==> src/core/iipt_params.svh <==
/*
 Timing constants, field widths and reset values for the periodic pipe interval timer.
 Assumes inclusion by its bare name from the package and design files.
*/
`ifndef IIPT_PARAMS_SVH
`define IIPT_PARAMS_SVH
`define IIPT_EXP_W          3
`define IIPT_EXP_RESET      3'h0
`define IIPT_CNT_W          8
`define IIPT_SOF_PERIOD_NS  125000
`define IIPT_CLK_PERIOD_NS  20
`define IIPT_SOF_PREDICT    (`IIPT_SOF_PERIOD_NS / `IIPT_CLK_PERIOD_NS)
`define IIPT_SOF_SLACK      32
`define IIPT_PRED_W         16
`define IIPT_FS_PER_FRAME   8
`define IIPT_NUM_PIPES      9
`define IIPT_NOEXP_FIRST    3
`define IIPT_NOEXP_LAST     5
`endif

==> src/core/iipt_pkg.sv <==
/*
 Types for the periodic pipe interval timer.
 Assumes iipt_params.svh is on the include path.
*/
`include "iipt_params.svh"
package iipt_pkg;
    typedef enum logic [1:0] {
        IIPT_XFER_BULK = 2'h0,
        IIPT_XFER_INTR = 2'h1,
        IIPT_XFER_ISO  = 2'h2,
        IIPT_XFER_CTRL = 2'h3
    } iipt_xfer_t;

    typedef struct packed {
        logic       hostMode;
        iipt_xfer_t xferType;
        logic       dirIn;
        logic       splitSlow;
        logic       isoInFlushEnable;
        logic       doubleBufferSelect;
    } iipt_cfg_t;

    typedef struct packed {
        logic tokenIssue;
        logic zeroLengthSend;
        logic fifoFlush;
        logic flushOneSide;
        logic notReadyEvent;
        logic overrunFlag;
    } iipt_evt_t;

    typedef enum logic [2:0] {
        IIPT_IDLE = 3'b001,
        IIPT_WAIT = 3'b010,
        IIPT_RUN  = 3'b100
    } iipt_state_t;
endpackage

==> src/core/iipt_sof_tracker.sv <==
/*
 Start-of-frame tracker: passes good frame starts and, when one arrives corrupt,
 supplies an interpolated frame start one frame period after the last.
 Assumes sofGood and sofCorrupt come from logic on the same clock.
*/
`timescale 1ns/1ps
`include "iipt_params.svh"
module iipt_sof_tracker
    import iipt_pkg::*;
#(
    parameter int PREDICT = `IIPT_SOF_PREDICT,
    parameter int SLACK   = `IIPT_SOF_SLACK
) (
    // Clock and reset
    input  wire logic clock,
    input  wire logic sys_rst,
    // Bus events
    input  wire logic sofGood,
    input  wire logic sofCorrupt,
    // Frame tick
    output logic      frameTick
);
    initial begin
        if (PREDICT < 2 || PREDICT + SLACK >= (1 << `IIPT_PRED_W)) begin
            $error("iipt_sof_tracker: bad PREDICT");
        end
    end

    localparam logic [`IIPT_PRED_W-1:0] PRED_LAST = `IIPT_PRED_W'(PREDICT - 1);
    localparam logic [`IIPT_PRED_W-1:0] PRED_MAX  = `IIPT_PRED_W'(PREDICT + SLACK);

    logic [`IIPT_PRED_W-1:0] sinceSof;
    logic [`IIPT_PRED_W-1:0] next_sinceSof;
    logic                    locked;
    logic                    next_locked;
    logic                    pendingLoss;
    logic                    next_pendingLoss;
    logic                    next_frameTick;

    always_comb begin
        next_sinceSof    = sinceSof;
        next_locked      = locked;
        next_pendingLoss = pendingLoss;
        next_frameTick   = 1'b0;
        if (sofGood) begin
            next_sinceSof    = '0;
            next_locked      = 1'b1;
            next_pendingLoss = 1'b0;
            next_frameTick   = 1'b1;
        end else begin
            if (sofCorrupt) begin
                next_pendingLoss = locked;
            end
            if (locked && sinceSof == PRED_LAST) begin
                // Predicted arrival: act now if the frame start was lost
                if (pendingLoss || sofCorrupt) begin
                    next_frameTick   = 1'b1;
                    next_sinceSof    = '0;
                    next_pendingLoss = 1'b0;
                end else begin
                    next_sinceSof = sinceSof + 1'b1;
                end
            end else if (locked && sinceSof == PRED_MAX) begin
                // Bus gone silent: stop interpolating
                next_locked = 1'b0;
            end else if (locked) begin
                next_sinceSof = sinceSof + 1'b1;
            end
        end
    end

    always_ff @(posedge clock) begin
        if (sys_rst) begin
            sinceSof    <= '0;
            locked      <= 1'b0;
            pendingLoss <= 1'b0;
            frameTick   <= 1'b0;
        end else begin
            sinceSof    <= next_sinceSof;
            locked      <= next_locked;
            pendingLoss <= next_pendingLoss;
            frameTick   <= next_frameTick;
        end
    end
endmodule

==> src/core/iipt_interval_counter.sv <==
/*
 Interval counter for one periodic pipe: counts frame ticks and marks
 the last tick of every 2^exponent window.
 Assumes tick is a one-cycle pulse on the same clock.
*/
`timescale 1ns/1ps
`include "iipt_params.svh"
module iipt_interval_counter
    import iipt_pkg::*;
#(
    parameter int EXP_W = `IIPT_EXP_W,
    parameter int CNT_W = `IIPT_CNT_W
) (
    // Clock and reset
    input  wire logic             clock,
    input  wire logic             sys_rst,
    // Control
    input  wire logic             restart,
    input  wire logic             tick,
    input  wire logic [EXP_W-1:0] exponent,
    // Status
    output logic                  wrap
);
    initial begin
        if (CNT_W < (1 << EXP_W) - 1) begin
            $error("iipt_interval_counter: CNT_W too small");
        end
    end

    logic [CNT_W-1:0] count;
    logic [CNT_W-1:0] next_count;
    logic [CNT_W-1:0] limit;
    logic             next_wrap;

    always_comb begin
        limit      = CNT_W'((1 << exponent) - 1);
        next_count = count;
        next_wrap  = 1'b0;
        if (restart) begin
            next_count = '0;
        end else if (tick) begin
            if (count >= limit) begin
                next_count = '0;
                next_wrap  = 1'b1;
            end else begin
                next_count = count + 1'b1;
            end
        end
    end

    always_ff @(posedge clock) begin
        if (sys_rst) begin
            count <= '0;
            wrap  <= 1'b0;
        end else begin
            count <= next_count;
            wrap  <= next_wrap;
        end
    end
endmodule

==> src/core/iipt_pipe_timer.sv <==
/*
 Interval timing for the periodic pipes of a USB controller: peripheral-mode
 flush of isochronous IN buffers on missing tokens when fifoHasData is low, and host-mode token spacing
 with not-ready, overrun and zero-length handling.
 Assumes bus events, FIFO state and software writes are on the controller clock;
 the selected pipe index addresses the exponent written by software.
*/
`timescale 1ns/1ps
`include "iipt_params.svh"
// Contract
// Peripheral iso IN: flush when token missed (code flushes only while fifoHasData is low)
// Double buffer: flush only previous side
// Flush acts at following frame start
// Corrupt frame start: flush at prediction
// Software keeps flush off outside iso peripheral
// Software changes exponent only when idle
// Software checks split and busy first
// Software sets NAK then auto clear
// Pipes three to five have no exponent
// Host: exponent writable for iso/interrupt only
// Host: one token per 2^exponent frames
// Split slow pipes count whole frames
// Counting starts frame after response enabled
// Iso host token issued despite not-ready
// Iso IN: bad or no reply, not-ready (code raises not-ready only on inReplyBad in the cycle evt.tokenIssue is high)
// Iso IN full at token: overrun, not-ready
// Iso OUT empty: overrun, not-ready, zero-length
// Reset and auto clear restart interval
// One counter per pipe wrapping at 2^exponent
module iipt_pipe_timer
    import iipt_pkg::*;
#(
    parameter int NUM_PIPES = `IIPT_NUM_PIPES,
    parameter int EXP_W     = `IIPT_EXP_W,
    parameter int PREDICT   = `IIPT_SOF_PREDICT
) (
    // Clock and reset
    input  wire logic                         clock,
    input  wire logic                         sys_rst,
    // Frame start events from the receiver
    input  wire logic                         sofGood,
    input  wire logic                         sofCorrupt,
    // Selected pipe configuration
    input  wire logic [3:0]                   currentPipe,
    input  wire iipt_cfg_t                    cfg,
    // Software exponent write
    input  wire logic                         exponentWrite,
    input  wire logic [EXP_W-1:0]             exponentData,
    // Per-pipe response and auto clear
    input  wire logic [NUM_PIPES-1:0]         pipeResponseBuf,
    input  wire logic [NUM_PIPES-1:0]         autoBufferClear,
    // Transaction status for the selected pipe
    input  wire logic                         inTokenSeen,
    input  wire logic                         inReplyBad,
    input  wire logic                         fifoFull,
    input  wire logic                         fifoHasData,
    // Outputs
    output iipt_evt_t                         evt,
    output logic [NUM_PIPES*EXP_W-1:0]        intervalExponent
);
    initial begin
        if (NUM_PIPES < 1 || NUM_PIPES > 15 || EXP_W < 1) begin
            $error("iipt_pipe_timer: unsupported NUM_PIPES or EXP_W");
        end
        if ((1 << EXP_W) - 1 > `IIPT_CNT_W) begin
            $error("iipt_pipe_timer: EXP_W too wide for the interval counter");
        end
        if (`IIPT_FS_PER_FRAME != 8) begin
            $error("iipt_pipe_timer: frame divider is three bits wide");
        end
    end

    logic                 frameTick;
    logic                 slowTick;
    logic [2:0]           slowDiv;
    logic [2:0]           next_slowDiv;
    logic [NUM_PIPES-1:0] wrap;
    logic [NUM_PIPES-1:0] restart;
    logic [NUM_PIPES-1:0] respPrev;
    logic [NUM_PIPES-1:0] armed;
    logic [NUM_PIPES-1:0] next_armed;
    logic [NUM_PIPES-1:0] tokenMissed;
    logic [NUM_PIPES-1:0] next_tokenMissed;
    logic [NUM_PIPES-1:0] sideToggle;
    logic [NUM_PIPES-1:0] next_sideToggle;
    logic [NUM_PIPES*EXP_W-1:0] next_intervalExponent;
    iipt_evt_t            next_evt;
    iipt_state_t          state;
    iipt_state_t          next_state;
    logic                 selValid;
    logic                 selIso;
    logic                 selPeriodic;
    logic                 selWrap;
    logic                 selArmed;
    logic                 flushNow;

    iipt_sof_tracker #(
        .PREDICT (PREDICT),
        .SLACK   (`IIPT_SOF_SLACK)
    ) sofTracker (
        .clock      (clock),
        .sys_rst    (sys_rst),
        .sofGood    (sofGood),
        .sofCorrupt (sofCorrupt),
        .frameTick  (frameTick)
    );

    // Whole-frame tick for split slow pipes
    always_comb begin
        next_slowDiv = slowDiv;
        if (frameTick) begin
            next_slowDiv = slowDiv + 1'b1;
        end
    end
    assign slowTick = frameTick && (slowDiv == 3'(`IIPT_FS_PER_FRAME - 1));

    genvar g;
    generate
        for (g = 0; g < NUM_PIPES; g++) begin : gPipe
            logic tickSel;
            // Rising response select restarts the count for the next frame
            assign restart[g] = autoBufferClear[g] || (pipeResponseBuf[g] && !respPrev[g]);
            assign tickSel = (cfg.splitSlow && currentPipe == 4'(g + 1)) ? slowTick
                                                                           : frameTick;
            iipt_interval_counter #(
                .EXP_W (EXP_W),
                .CNT_W (`IIPT_CNT_W)
            ) counter (
                .clock    (clock),
                .sys_rst  (sys_rst),
                .restart  (restart[g]),
                .tick     (tickSel && armed[g]),
                .exponent (intervalExponent[g*EXP_W +: EXP_W]),
                .wrap     (wrap[g])
            );
        end
    endgenerate

    // Decode of the selected pipe
    always_comb begin
        selValid    = currentPipe >= 4'h1 && currentPipe <= 4'(NUM_PIPES);
        selIso      = cfg.xferType == IIPT_XFER_ISO;
        selPeriodic = selIso || cfg.xferType == IIPT_XFER_INTR;
        selWrap     = 1'b0;
        selArmed    = 1'b0;
        for (int i = 0; i < NUM_PIPES; i++) begin
            if (currentPipe == 4'(i + 1)) begin
                selWrap  = wrap[i];
                selArmed = armed[i];
            end
        end
    end

    // Exponent store; pipes three to five keep zero
    always_comb begin
        next_intervalExponent = intervalExponent;
        for (int i = 0; i < NUM_PIPES; i++) begin
            if (exponentWrite && currentPipe == 4'(i + 1)
                && !(i + 1 >= `IIPT_NOEXP_FIRST && i + 1 <= `IIPT_NOEXP_LAST)
                && (!cfg.hostMode || selPeriodic)) begin
                next_intervalExponent[i*EXP_W +: EXP_W] = exponentData;
            end
        end
    end

    // Arming per pipe on the first frame tick with buffer response
    always_comb begin
        next_armed = armed;
        for (int i = 0; i < NUM_PIPES; i++) begin
            if (!pipeResponseBuf[i] || autoBufferClear[i]) begin
                next_armed[i] = 1'b0;
            end else if (frameTick) begin
                next_armed[i] = 1'b1;
            end
        end
    end

    // Missed-token tracking and buffer side per pipe
    always_comb begin
        next_tokenMissed = tokenMissed;
        next_sideToggle  = sideToggle;
        for (int i = 0; i < NUM_PIPES; i++) begin
            if (currentPipe == 4'(i + 1)) begin
                if (inTokenSeen && !inReplyBad) begin
                    next_tokenMissed[i] = 1'b0;
                end
                if (selWrap) begin
                    // New window: assume missed until a token shows up
                    next_tokenMissed[i] = !(inTokenSeen && !inReplyBad);
                    if (flushNow && cfg.doubleBufferSelect) begin
                        next_sideToggle[i] = !sideToggle[i];
                    end
                end
            end
        end
    end

    // Peripheral flush at the window's closing frame start
    always_comb begin
        flushNow = 1'b0;
        for (int i = 0; i < NUM_PIPES; i++) begin
            if (currentPipe == 4'(i + 1)) begin
                flushNow = !cfg.hostMode && selIso && cfg.dirIn && cfg.isoInFlushEnable
                           && selWrap && tokenMissed[i] && !fifoHasData;
            end
        end
    end

    // Host token sequencer
    always_comb begin
        next_state = state;
        next_evt   = '0;
        case (state)
            IIPT_IDLE: begin
                if (cfg.hostMode && selValid && selPeriodic && selArmed) begin
                    next_state = IIPT_RUN;
                end
            end
            IIPT_RUN: begin
                if (!(cfg.hostMode && selArmed)) begin
                    next_state = IIPT_IDLE;
                end else if (selWrap) begin
                    next_evt.tokenIssue = 1'b1;
                    if (selIso && cfg.dirIn && fifoFull) begin
                        next_evt.overrunFlag   = 1'b1;
                        next_evt.notReadyEvent = 1'b1;
                    end
                    if (selIso && !cfg.dirIn && !fifoHasData) begin
                        next_evt.overrunFlag    = 1'b1;
                        next_evt.notReadyEvent  = 1'b1;
                        next_evt.zeroLengthSend = 1'b1;
                    end
                    next_state = IIPT_WAIT;
                end
            end
            IIPT_WAIT: begin
                if (inReplyBad && selIso && cfg.dirIn) begin
                    next_evt.notReadyEvent = 1'b1;
                end
                next_state = IIPT_RUN;
            end
            default: begin
                next_state = IIPT_IDLE;
            end
        endcase
        if (flushNow) begin
            next_evt.fifoFlush    = 1'b1;
            next_evt.flushOneSide = cfg.doubleBufferSelect;
        end
    end

    // Frame divider for split slow pipes
    always_ff @(posedge clock) begin
        if (sys_rst) begin
            slowDiv <= 3'h0;
        end else begin
            slowDiv <= next_slowDiv;
        end
    end

    // Response edge detector
    always_ff @(posedge clock) begin
        if (sys_rst) begin
            respPrev <= '0;
        end else begin
            respPrev <= pipeResponseBuf;
        end
    end

    always_ff @(posedge clock) begin
        if (sys_rst) begin
            armed <= '0;
        end else begin
            armed <= next_armed;
        end
    end

    always_ff @(posedge clock) begin
        if (sys_rst) begin
            tokenMissed <= '0;
            sideToggle  <= '0;
        end else begin
            tokenMissed <= next_tokenMissed;
            sideToggle  <= next_sideToggle;
        end
    end

    always_ff @(posedge clock) begin
        if (sys_rst) begin
            intervalExponent <= '0;
        end else begin
            intervalExponent <= next_intervalExponent;
        end
    end

    always_ff @(posedge clock) begin
        if (sys_rst) begin
            state <= IIPT_IDLE;
            evt   <= '0;
        end else begin
            state <= next_state;
            evt   <= next_evt;
        end
    end
endmodule

==> config.mk <==
export PLATFORM = sky130hd
export DESIGN_NAME = iipt_pipe_timer
export DESIGN_NICKNAME = d
export VERILOG_FILES = /design/src/core/iipt_pkg.sv /design/src/core/iipt_sof_tracker.sv /design/src/core/iipt_interval_counter.sv /design/src/core/iipt_pipe_timer.sv
export VERILOG_INCLUDE_DIRS = /design/src /design/src/core
export SDC_FILE = /design/constraint.sdc
export NUM_CORES = 1
export LEC_CHECK = 0
export BUFFER_PORTS_ARGS = -buffer_cell sky130_fd_sc_hd__buf_2
export CAP_MARGIN = 20
export CORE_AREA = 5 5 99 138
export DETAILED_ROUTE_END_ITERATION = 8
export DIE_AREA = 0 0 104 143
export PLACE_DENSITY = 0.95
export SYNTH_ARGS = -nofsm -noshare
export SYNTH_HDL_FRONTEND = slang
export SYNTH_SLANG_ARGS = --single-unit
==> constraint.sdc <==
create_clock -name clock -period 8.8 [get_ports clock]
set_input_delay 1.76 -clock clock [delete_from_list [all_inputs] [get_ports clock]]
set_output_delay 1.76 -clock clock [all_outputs]
set_load 0.005 [all_outputs]
=== After elaboration in Yosys (flattened, before gate mapping) ===
Index checks and enable logic that the tools add are counted.

* Output and inout port bits: 33
* Flip-flop bits (word level): 157
* Word-level logic and storage cells: 371
* Input port bits: 41

* Order comparisons: 11
* Multiplexer cells: 82
* Add/subtract/negate cells: 17
* Bitwise logic cells: 13
* Shift operators: 6
* Eq/ne operators: 21
* Reduce and logical (&&, ||, !) cells: 166

{| class="wikitable"
|+ Operators with widths
! cell !! number
|-
| $logic_and 1x1->1 || 76
|-
| $add 8x1->8 const B || 9
|-
| $mux 8 || 9
|-
| $mux 16 || 4
|-
| $mux 1 || 58
|-
| $ge 8x8->1 || 6
|-
| $shl 1x3->8 const A || 6
|-
| $sub 8x2->8 const B || 6
|-
| $reduce_or 2->1 || 20
|-
| $eq 16x13->1 const B || 2
|-
| $reduce_or 3->1 || 10
|-
| $ge 8x1->1 const B || 3
|-
| $reduce_and 2->1 || 12
|-
| $logic_not 1->1 || 23
|-
| $logic_or 1x1->1 || 21
|-
| $add 16x1->16 const B || 1
|-
| $eq 4x3->1 const B || 4
|-
| $not 1->1 || 13
|-
| $mux 2 || 6
|-
| $mux 3 || 3
|-
| $pmux 3 s3 || 1
|-
| $eq 4x2->1 const B || 2
|-
| $eq 4x4->1 const B || 2
|-
| $eq 3x3->1 const B || 2
|-
| 14 further kinds || 17
|}

=== Logic depth before layout (Yosys ltp) ===
Gate-level depths: netlist of the first run.

* Depth after elaboration: 24
* Mapped depth: 14
* Gate-level depth less buffers: 12

=== Modules after synthesis ===
Synthesis of the first run repeated with hierarchy kept, for this count alone.

* Cell total of the unflattened synthesis: 1081
* Area total of the unflattened synthesis: 9865.7 um2

{| class="wikitable"
|+ By module, submodules not included
! module !! sequential area each (um2) !! times used !! area an instance (um2) !! cells an instance
|-
| iipt_interval_counter || 180.2 || 9 || 688.2 || 72
|-
| iipt_pipe_timer || 1141.1 || 1 || 2715.1 || 330
|-
| iipt_sof_tracker || 380.4 || 1 || 957.2 || 103
|}

=== Worst setup path after synthesis of the first run ===
No wires, ideal clock.

* Path type: in2reg
* Start point: in currentPipe[1]
* End point: reg state[0]
* Stages on the path: 7
* Path buffers: 1
* Data required time: 8673 ps
* Setup slack: 5570 ps
* Library setup time: 127 ps
* Arrival time: 3103 ps
* Path through: buf_4 -> nand4bb_1 -> o21ai_1 -> or4b_1 -> a31oi_1 -> nor2_1 -> or3_1

* Word-level cells in the longest chain between the ends: 13
* Elaborated cells on any way between the ends: 39
* Those cells by class: 2 x order compare; 11 x eq/ne; 20 x mux; 6 x reduce/logical

{| class="wikitable"
|+ Ends and longest elaborated chain
! element !! line !! RTL
|-
| start, declared || iipt_pipe_timer.sv:44 || <nowiki>input wire logic [3:0] currentPipe,</nowiki>
|-
| $eq 4x1->1 || iipt_pipe_timer.sv:147 || <nowiki>if (currentPipe == 4'(i + 1)) begin</nowiki>
|-
| $mux 1 (9 in series) || iipt_pipe_timer.sv:147 ||
|-
| $logic_and 1x1->1 (on tied branches) || iipt_pipe_timer.sv:220, iipt_pipe_timer.sv:215 ||
|-
| $mux 3, or another cell as far along || iipt_pipe_timer.sv:220 || <nowiki>if (!(cfg.hostMode && selArmed)) begin</nowiki>
|-
| $pmux 3 s3 / $reduce_and 2->1 (equally long branches) || - ||
|-
| end signal, assigned || iipt_pipe_timer.sv:301 || <nowiki>state <= next_state;</nowiki>
|-
| end, declared || iipt_pipe_timer.sv:88 || <nowiki>iipt_state_t state;</nowiki>
|}

Several ways; a longest one is shown, not always the timed one.
A chain may end at the register's enable or synchronous reset.

=== Final worst setup path of the first run ===
* Start point: in currentPipe[0]
* End point: reg gPipe[1].counter.count[7]

* Word-level cells in the longest chain between the ends: 4

{| class="wikitable"
|+ Ends and longest elaborated chain
! element !! line !! RTL
|-
| $eq 4x2->1 || iipt_pipe_timer.sv:123 || <nowiki>assign tickSel = (cfg.splitSlow && currentPipe == 4'(g + 1)) ? slowTick</nowiki>
|-
| $logic_and 1x1->1 || iipt_pipe_timer.sv:123 ||
|-
| $mux 1 || iipt_pipe_timer.sv:123 ||
|-
| $logic_and 1x1->1 || iipt_pipe_timer.sv:132 || <nowiki>.tick (tickSel && armed[g]),</nowiki>
|-
| end signal, assigned || iipt_interval_counter.sv:56 || <nowiki>count <= next_count;</nowiki>
|-
| end, declared || iipt_interval_counter.sv:30 || <nowiki>logic [CNT_W-1:0] count;</nowiki>
|}

Every way passes these cells.

==> qor.yml, run 1 <==
critical_path:
  end_kind: "register"
  crit_chain: "buf_2, nor4b_2, a21oi_1, nand3_1, or3_1, a221oi_1"
  slowest_delay_ns: 0.72
  cp-start-kind: "input port"
  cp_top_family: "compound AO/OA/AOI/OAI gates"
  arrival_ns: 4.04
  crit_buf_inv: 1
  required_ns: 9.12
  critPathMaxFanout: 28
  slowest_stage: "a21oi_1"
  path_class: "input port to register"
layout:
  final_core_util_pct: 70.7
  nFillCells: 854
  fin_nets: 1103
  final_cell_mix: "dfxtp_1 (133), a21oi_1 (101), nand2_1 (93), nor2_1 (87), ha_1 (66)"
  final_common_cell: "dfxtp_1"
  drive_gt1_share_pct: 11.6
  area_growth_syn_to_layout_pct: 11.7
  instances_no_fill: 1159
  diodes: 0
  fin_area_um2: 8660
clock_tree:
  path_clk_slew_ns: 0.06
  numCtsBuffers: 17
  cts_tree: "done"
  htreeDepth: 4
  hold_buffers: 0
  clkLatencyLatePin_ns: 0.43
  cts_resized: 0
  cts_root_buf: "clkbuf_16"
  cts_buffer_depth: 2
  cts.sinks: 133
  postCtsSetupRepairBufs: 0
sta:
  finalCritPeriodShare_pct: 42.3
  setup_viol: 0
  fin_skew_ns: 0.00579
  worst_pin_slew_ns: 1.12
  hold_violations: 0
  max_slew_margin_pct: 24.5
  fmax_mhz: 269
  rsz0062_at_grt: "false"
  fin_crit_ns: 3.72
  drv_slew: 0
  fin_tns_setup_ns: 0
  fin_hold_ws_ns: 0.491
logic_synthesis:
  ys_ff_latch: 133
  syn-instance-count: 949
  synth_edf_count: 0
  async_reset_ff_share_pct: 0
  yosysWarnings: 0
  synth_top_cell_by_area: "dfxtp_1"
  yosysTopAreaCellShare_pct: 34.3
  ys_seq_area_share_pct: 34.3
  synthTopCellsByArea: "dfxtp_1 (34%), ha_1 (11%), a21oi_1 (6.5%)"
  avgSynthCellArea_um2: 8.17
  ys.flop_type: "dfxtp_1"
  syn_area_um2: 7750
  synth_cell_types: 65
global_routing:
  met1_usage_pct: 29.5
  busiest_layer: "met2"
  grt_start_max_net_pins: 58
  grt_use_total_pct: 27.0
  antenna_found_initial: 0
  grt.overflow.total: 0
  grtUsageMet2_pct: 48.3
  grt_pass1_wl_mm: 33.6
  use_met3_pct: 5.56
  grt_pass1_vias: 7158
run:
  maxCapViolations: 0
drt:
  dr.pass1.iters: 5
  ant_nets: 0
  vias: 7469
  drt_wl_total_mm: 20.3
  drc: 0
  via_per_inst: 6.44
  drt_iter0_markers: 728
  wl_per_cell_um: 17.5
floorplan:
  start_util_pct: 63.3
  die_h_um: 143
  fp.dieW_um: 104
  coreArea_um2: 12300
  num_rows: 48
  ios: 74
  dieArea_um2: 14900
placed_design:
  dp_hpwl_mm: 13.0
  placed_cell_area_um2: 8080
  place.gp.congestion: 0.914
  portBuffers: 64
  place_inst: 1125
power_and_ir_drop:
  powerDensity_nw_per_um2: 162
  peakVddDrop_v: 0.000148
  leakagePower_nw: 3.34
worst_hold_path:
  hp-class: "register to register"
run_status:
  status: "finished, final reports clean"
==> tightest hold or removal path, stage by stage, from the launching register on <==
cell and delay [ns]:
dfxtp_1 0.33, nand2_1 0.06, a21oi_1 0.05
==> worst paths after layout <==
path	depth (start not counted)	startpoint	slack, ns	end
setup reg to reg	11	intervalExponent[5]	5.59	gPipe[1].counter.count[7]
hold / removal	2	gPipe[7].counter.count[0]	0.49	gPipe[7].counter.count[0]
hold reg to reg	2	gPipe[7].counter.count[0]	0.49	gPipe[7].counter.count[0]
setup / recovery	6	currentPipe[0]	5.08	gPipe[1].counter.count[7]
==> synth_stat cells, drive strengths merged, types with 6 or more instances <==
library cell,number
a211oi,17
a21o,12
a21oi,104
a31oi,6
and3,13
buf,30
clkbuf,25
dfxtp,133
ha,66
inv,33
nand2,93
nand2b,18
nand3,38
nand4,21
nor2,87
nor2b,11
nor3,27
nor3b,6
o2111ai,7
o211ai,19
o21a,17
o21ai,46
or3,11
xnor2,25
xor2,26
==> cell type report <==
cell class / instances / area (um^2) / area share (%)
clock buffer: 23 / 498 / 5.75
multi-input combinational: 741 / 4750 / 54.9
clock inverter: 9 / 68.8 / 0.795
sequential: 133 / 2660 / 30.8
timing repair buffer: 70 / 363 / 4.19
tap: 150 / 188 / 2.17
inverter: 33 / 124 / 1.43
==> flip-flops by register name, indices dropped and copies added (netlist names), 6 cells and up <==
signal               count
gPipe.counter.wrap       9
armed                    9
sofTracker.sinceSof     16
gPipe.counter.count     48
intervalExponent        18
evt                      6
tokenMissed              9
respPrev                 9
==> kinds of logic (layout without fill, tap and decap cells) <==
kind of cell | Yosys count | after routing | synth area share (%)
muxes | 7 | 7 | 0.968
adders and majority gates | 66 | 66 | 10.7
buffers and inverters | 88 | 135 | 5.10
and+or+nand+nor | 352 | 352 | 22.9
other | 2 | 15 | 0.0969
AOI/OAI and AO/OA | 250 | 250 | 20.2
xor gates and xnor gates | 51 | 51 | 5.76
DFF | 133 | 133 | 34.3
==> metal layers <==
metal | wire length [um] | up-vias
li1 | - | 3480
met1 | 7450 | 3512
met2 | 10400 | 374
met3 | 1400 | 103
met4 | 990 | 0
met5 | 0 | -
==> metrics by stage <==
| step | setup slack [ns] | power, mW |
|---|---|---|
| 3_3_place_gp | 4.93 | 0.729 |
| 4_1_cts | 5.18 | 1.40 |
| 2_1_floorplan | 5.57 | 0.706 |
| 3_5_place_dp | 4.82 | 0.733 |
| 5_1_grt | 4.94 | 1.44 |
| 6_report | 5.08 | 1.40 |
==> power by group <==
part           switching (mW)  internal [mW]
Combinational          0.0727         0.0378
Clock                   0.274          0.399
Sequential            0.00952          0.610
Power figures use the tool's default switching activity.
==> run 2, diff against run 1 <==
--- a/config.mk
+++ b/config.mk
@@ -6,12 +6,13 @@
 export SDC_FILE = /design/constraint.sdc
 export NUM_CORES = 1
 export LEC_CHECK = 0
+export ABC_AREA = 1
 export BUFFER_PORTS_ARGS = -buffer_cell sky130_fd_sc_hd__buf_2
 export CAP_MARGIN = 20
-export CORE_AREA = 5 5 99 138
+export CORE_AREA = 5 5 107 149
 export DETAILED_ROUTE_END_ITERATION = 8
-export DIE_AREA = 0 0 104 143
-export PLACE_DENSITY = 0.95
+export DIE_AREA = 0 0 112 154
+export PLACE_DENSITY = 0.86
 export SYNTH_ARGS = -nofsm -noshare
 export SYNTH_HDL_FRONTEND = slang
 export SYNTH_SLANG_ARGS = --single-unit
==> constraint.sdc (replaced) <==
create_clock -name clock -period 3 [get_ports clock]
set_input_delay 0.6 -clock clock [delete_from_list [all_inputs] [get_ports clock]]
set_output_delay 0.6 -clock clock [all_outputs]
set_load 0.005 [all_outputs]
==> run 2 against run 1 <==
Sequential share of layout area shrank 0.19 points. Critical path depth grew 8. Cell count grew 10%. Utilization shrank 10 points. Sequential power grew to 2.9 times the previous value. Cell area grew 0.61%. Critical path type is now register to register. Highest routed layer is now met5.
==> qor.yml, run 2 <==
run_status:
  status: "finished, final reports clean"
logic_synthesis:
  avgSynthCellArea_um2: 7.64  # -6.5%
  yosysTopAreaCellShare_pct: 35.1  # +0.75 points
  yosys-top-cells-count: "nand2_1 (155), dfxtp_1 (133), inv_1 (125)"
  ys_ff_latch: 133  # unchanged
  ys.flop_type: "dfxtp_1"
  yosysWarnings: 0  # unchanged
  syn_area_um2: 7590  # -2.1%
  synth_edf_count: 0  # unchanged
  async_reset_ff_share_pct: 0  # unchanged
  synthTopCellsByArea: "dfxtp_1 (35%), ha_1 (11%), nand2_1 (7.7%)"
  post-synth-top-count-cell: "nand2_1"
  synth_top_cell_by_area: "dfxtp_1"
  syn-instance-count: 993  # +4.6%
  synth_cell_types: 51  # -22%
  ys_seq_area_share_pct: 35.1  # +0.75 points
global_routing:
  grt.overflow.total: 0  # unchanged
  busiest_layer: "met2"
  antenna_found_initial: 1  # +1
  grt_pass1_vias: 6609  # -7.7%
  met1_usage_pct: 22.2  # -7.3 points
  use_met3_pct: 4.80  # -0.77 points
  grtUsageMet2_pct: 38.5  # -9.8 points
  grt_pass1_wl_mm: 29.5  # -12%
  grt_start_max_net_pins: 26  # -55%
  grt_use_total_pct: 20.7  # -6.3 points
drt:
  vias: 6840  # -8.4%
  via_per_inst: 5.36  # -17%
  ant_nets: 0  # unchanged
  wl_per_cell_um: 13.9  # -21%
  drt_wl_total_mm: 17.7  # -13%
  drc: 0  # unchanged
  dr.pass1.iters: 5  # unchanged
  drt_iter0_markers: 440  # -40%
critical_path:
  r2r_start: "intervalExponent[17]"
  crit_chain: "inv_1, nand2_1, ha_1, o21ai_0, a21oi_1, xor2_1, ha_1, nand2_1, nor2_1, nand4_1, o2111ai_1, nand2_1, nand2_1, nor2_1"
  slowest_stage: "dfxtp_1"
  cpMostUsedCell: "nand2_1"
  end_kind: "register"
  crit_buf_inv: 1  # unchanged
  path_class: "register to register"
  slowest_delay_ns: 0.46  # -0.26 ns
  critPathMaxFanout: 7  # -75%
  arrival_ns: 2.98  # -1.06 ns
  cp_top_family: "simple AND/OR/NAND/NOR gates"
  critPathLaunch: "intervalExponent[17]"
  cp-start-kind: "register"
  reg2reg_slack_ns: 0.32  # -5.27 ns
  required_ns: 3.30  # -5.82 ns
clock_tree:
  cts_buffer_depth: 2  # unchanged
  cts_root_buf: "clkbuf_16"
  htreeDepth: 4  # unchanged
  cts.sinks: 133  # unchanged
  postCtsSetupRepairBufs: 0  # unchanged
  numCtsBuffers: 17  # unchanged
  cts_resized: 0  # unchanged
  cts_tree: "done"
  hold_buffers: 0  # unchanged
  path_clk_slew_ns: 0.06  # about the same
  clkLatencyLatePin_ns: 0.42  # about the same
layout:
  multi_input_area_um2: 4320  # -9.1%
  regMostFlops: "gPipe.counter.count"
  final_common_cell: "nand2_1"
  reg_top3: "gPipe.counter.count x48, intervalExponent x18, sofTracker.sinceSof x16"
  nFillCells: 1228  # +44%
  largest_reg_flops: 48  # unchanged
  fin_nets: 1181  # +7.1%
  area_growth_syn_to_layout_pct: 14.8
  seqCellArea_um2: 2660  # unchanged
  drive_gt1_share_pct: 14.9  # +3.3 points
  instances_no_fill: 1276  # +10%
  diodes: 0  # unchanged
  final_cell_mix: "nand2_1 (155), dfxtp_1 (133), inv_1 (125), nor2_1 (118), a21oi_1 (68)"
sta:
  fin_crit_ns: 2.68
  setup_viol: 0  # unchanged
  rsz0062_at_grt: "false"
  max_slew_margin_pct: 50.9  # +26 points
  fmax_mhz: 373
  fin_skew_ns: 0.0121  # +0.00632 ns
  drv_slew: 0  # unchanged
  setup_ws_ns: 0.320  # -4.76 ns
  fin_tns_setup_ns: 0  # unchanged
  finalCritPeriodShare_pct: 89.3
  worst_pin_slew_ns: 0.734  # -0.386 ns
  hold_violations: 0  # unchanged
power_and_ir_drop:
  leakagePower_nw: 3.79  # +14%
  switching_share_pct: 24.0  # -1.4 points
  p_comb_share_pct: 8.6  # +0.7 points
  p_clk_share_pct: 49.4  # +1.4 points
  peakVddDrop_v: 0.000296  # +100%
  powerDensity_nw_per_um2: 495  # +210%
  internal_power_mw: 3.28  # +210%
  finalPower_mw: 4.31  # +210%
  netSwitchingPower_mw: 1.04  # +190%
  seqPwrFrac_pct: 42.0  # -2.1 points
floorplan:
  ios: 74  # unchanged
  coreArea_um2: 14400  # +17%
  num_rows: 52  # +8.3%
  dieArea_um2: 17200  # +16%
  start_util_pct: 52.8  # -11 points
  die_h_um: 154  # +7.7%
  fp.dieW_um: 112  # +7.7%
placed_design:
  place_ws_ns: 0.419  # -4.41 ns
  place.gp.congestion: 0.853  # -6.7%
  portBuffers: 64  # unchanged
  place_inst: 1244  # +11%
  dp_hpwl_mm: 13.2  # +1.8%
run:
  maxCapViolations: 0  # unchanged
worst_hold_path:
  hp-class: "input port to register"
  hp-start: "autoBufferClear[4]"
## run 2: changes by cell type after synthesis, sizes merged, moves of 17 or more
cell / previous run / this run
nand2: 93 / 168
clkbuf: 25 / 6
nand2b: 18 / 0
o21ai: 46 / 65
inv: 33 / 137
buf: 30 / 13
a21oi: 104 / 68
nor2: 87 / 129
## run 2: layout make-up
class                           count  share of cell area [%]
Clock inverter                     12                    1.74
Timing Repair Buffer               68                    4.02
Sequential cell                   133                    30.6
Tap cell                          189                    2.72
Clock buffer                       20                    5.24
Inverter                          139                    6.11
Multi-Input combinational cell    715                    49.6
## run 2: worst paths after layout
path	to	cells past startpoint
max	gPipe[5].counter.count[7]	14
max reg2reg	gPipe[5].counter.count[7]	14
min	armed[4]	2
min reg2reg	tokenMissed[3]	2
## run 2: cell families after synthesis
kind of cell / Yosys count / synth area share, %
simple gates: 410 / 26.3
compound gates: 172 / 13.0
buf+inv: 158 / 8.59
flops: 133 / 35.1
fa+ha+maj: 66 / 10.9
xor+xnor: 52 / 6.00
other cells: 2 / 0.0990
## run 2: power by group through the flow
stage	Sequential (mW)	Combinational [mW]	Clock (mW)
final	1.81	0.372	2.13
after global routing	1.81	0.423	2.24
after CTS	1.81	0.370	2.15
after detailed placement	1.85	0.365	0
after global placement	1.85	0.353	0
after floorplan	1.84	0.263	0
## run 2: per-stage QoR
step                      hold WS (ns)  area (um^2)  util, %
after floorplan                  0.444         7630        -
after CTS                        0.339         8710     60.6
final                            0.351         8710     60.6
after global placement           0.456         8100     56.3
after detailed placement         0.461         8100     56.3
after global routing             0.345         8710     60.6
## run 2: routing by layer
| metal | wire (um) | part of all wire [%] | vias up |
|---|---|---|---|
| met3 | 987 | 5.6 | 44 |
| met2 | 9350 | 53 | 184 |
| li1 | - | - | 3437 |
| met1 | 6930 | 39 | 3173 |
| met4 | 450 | 2.5 | 2 |
| met5 | 7 | 0.039 | - |
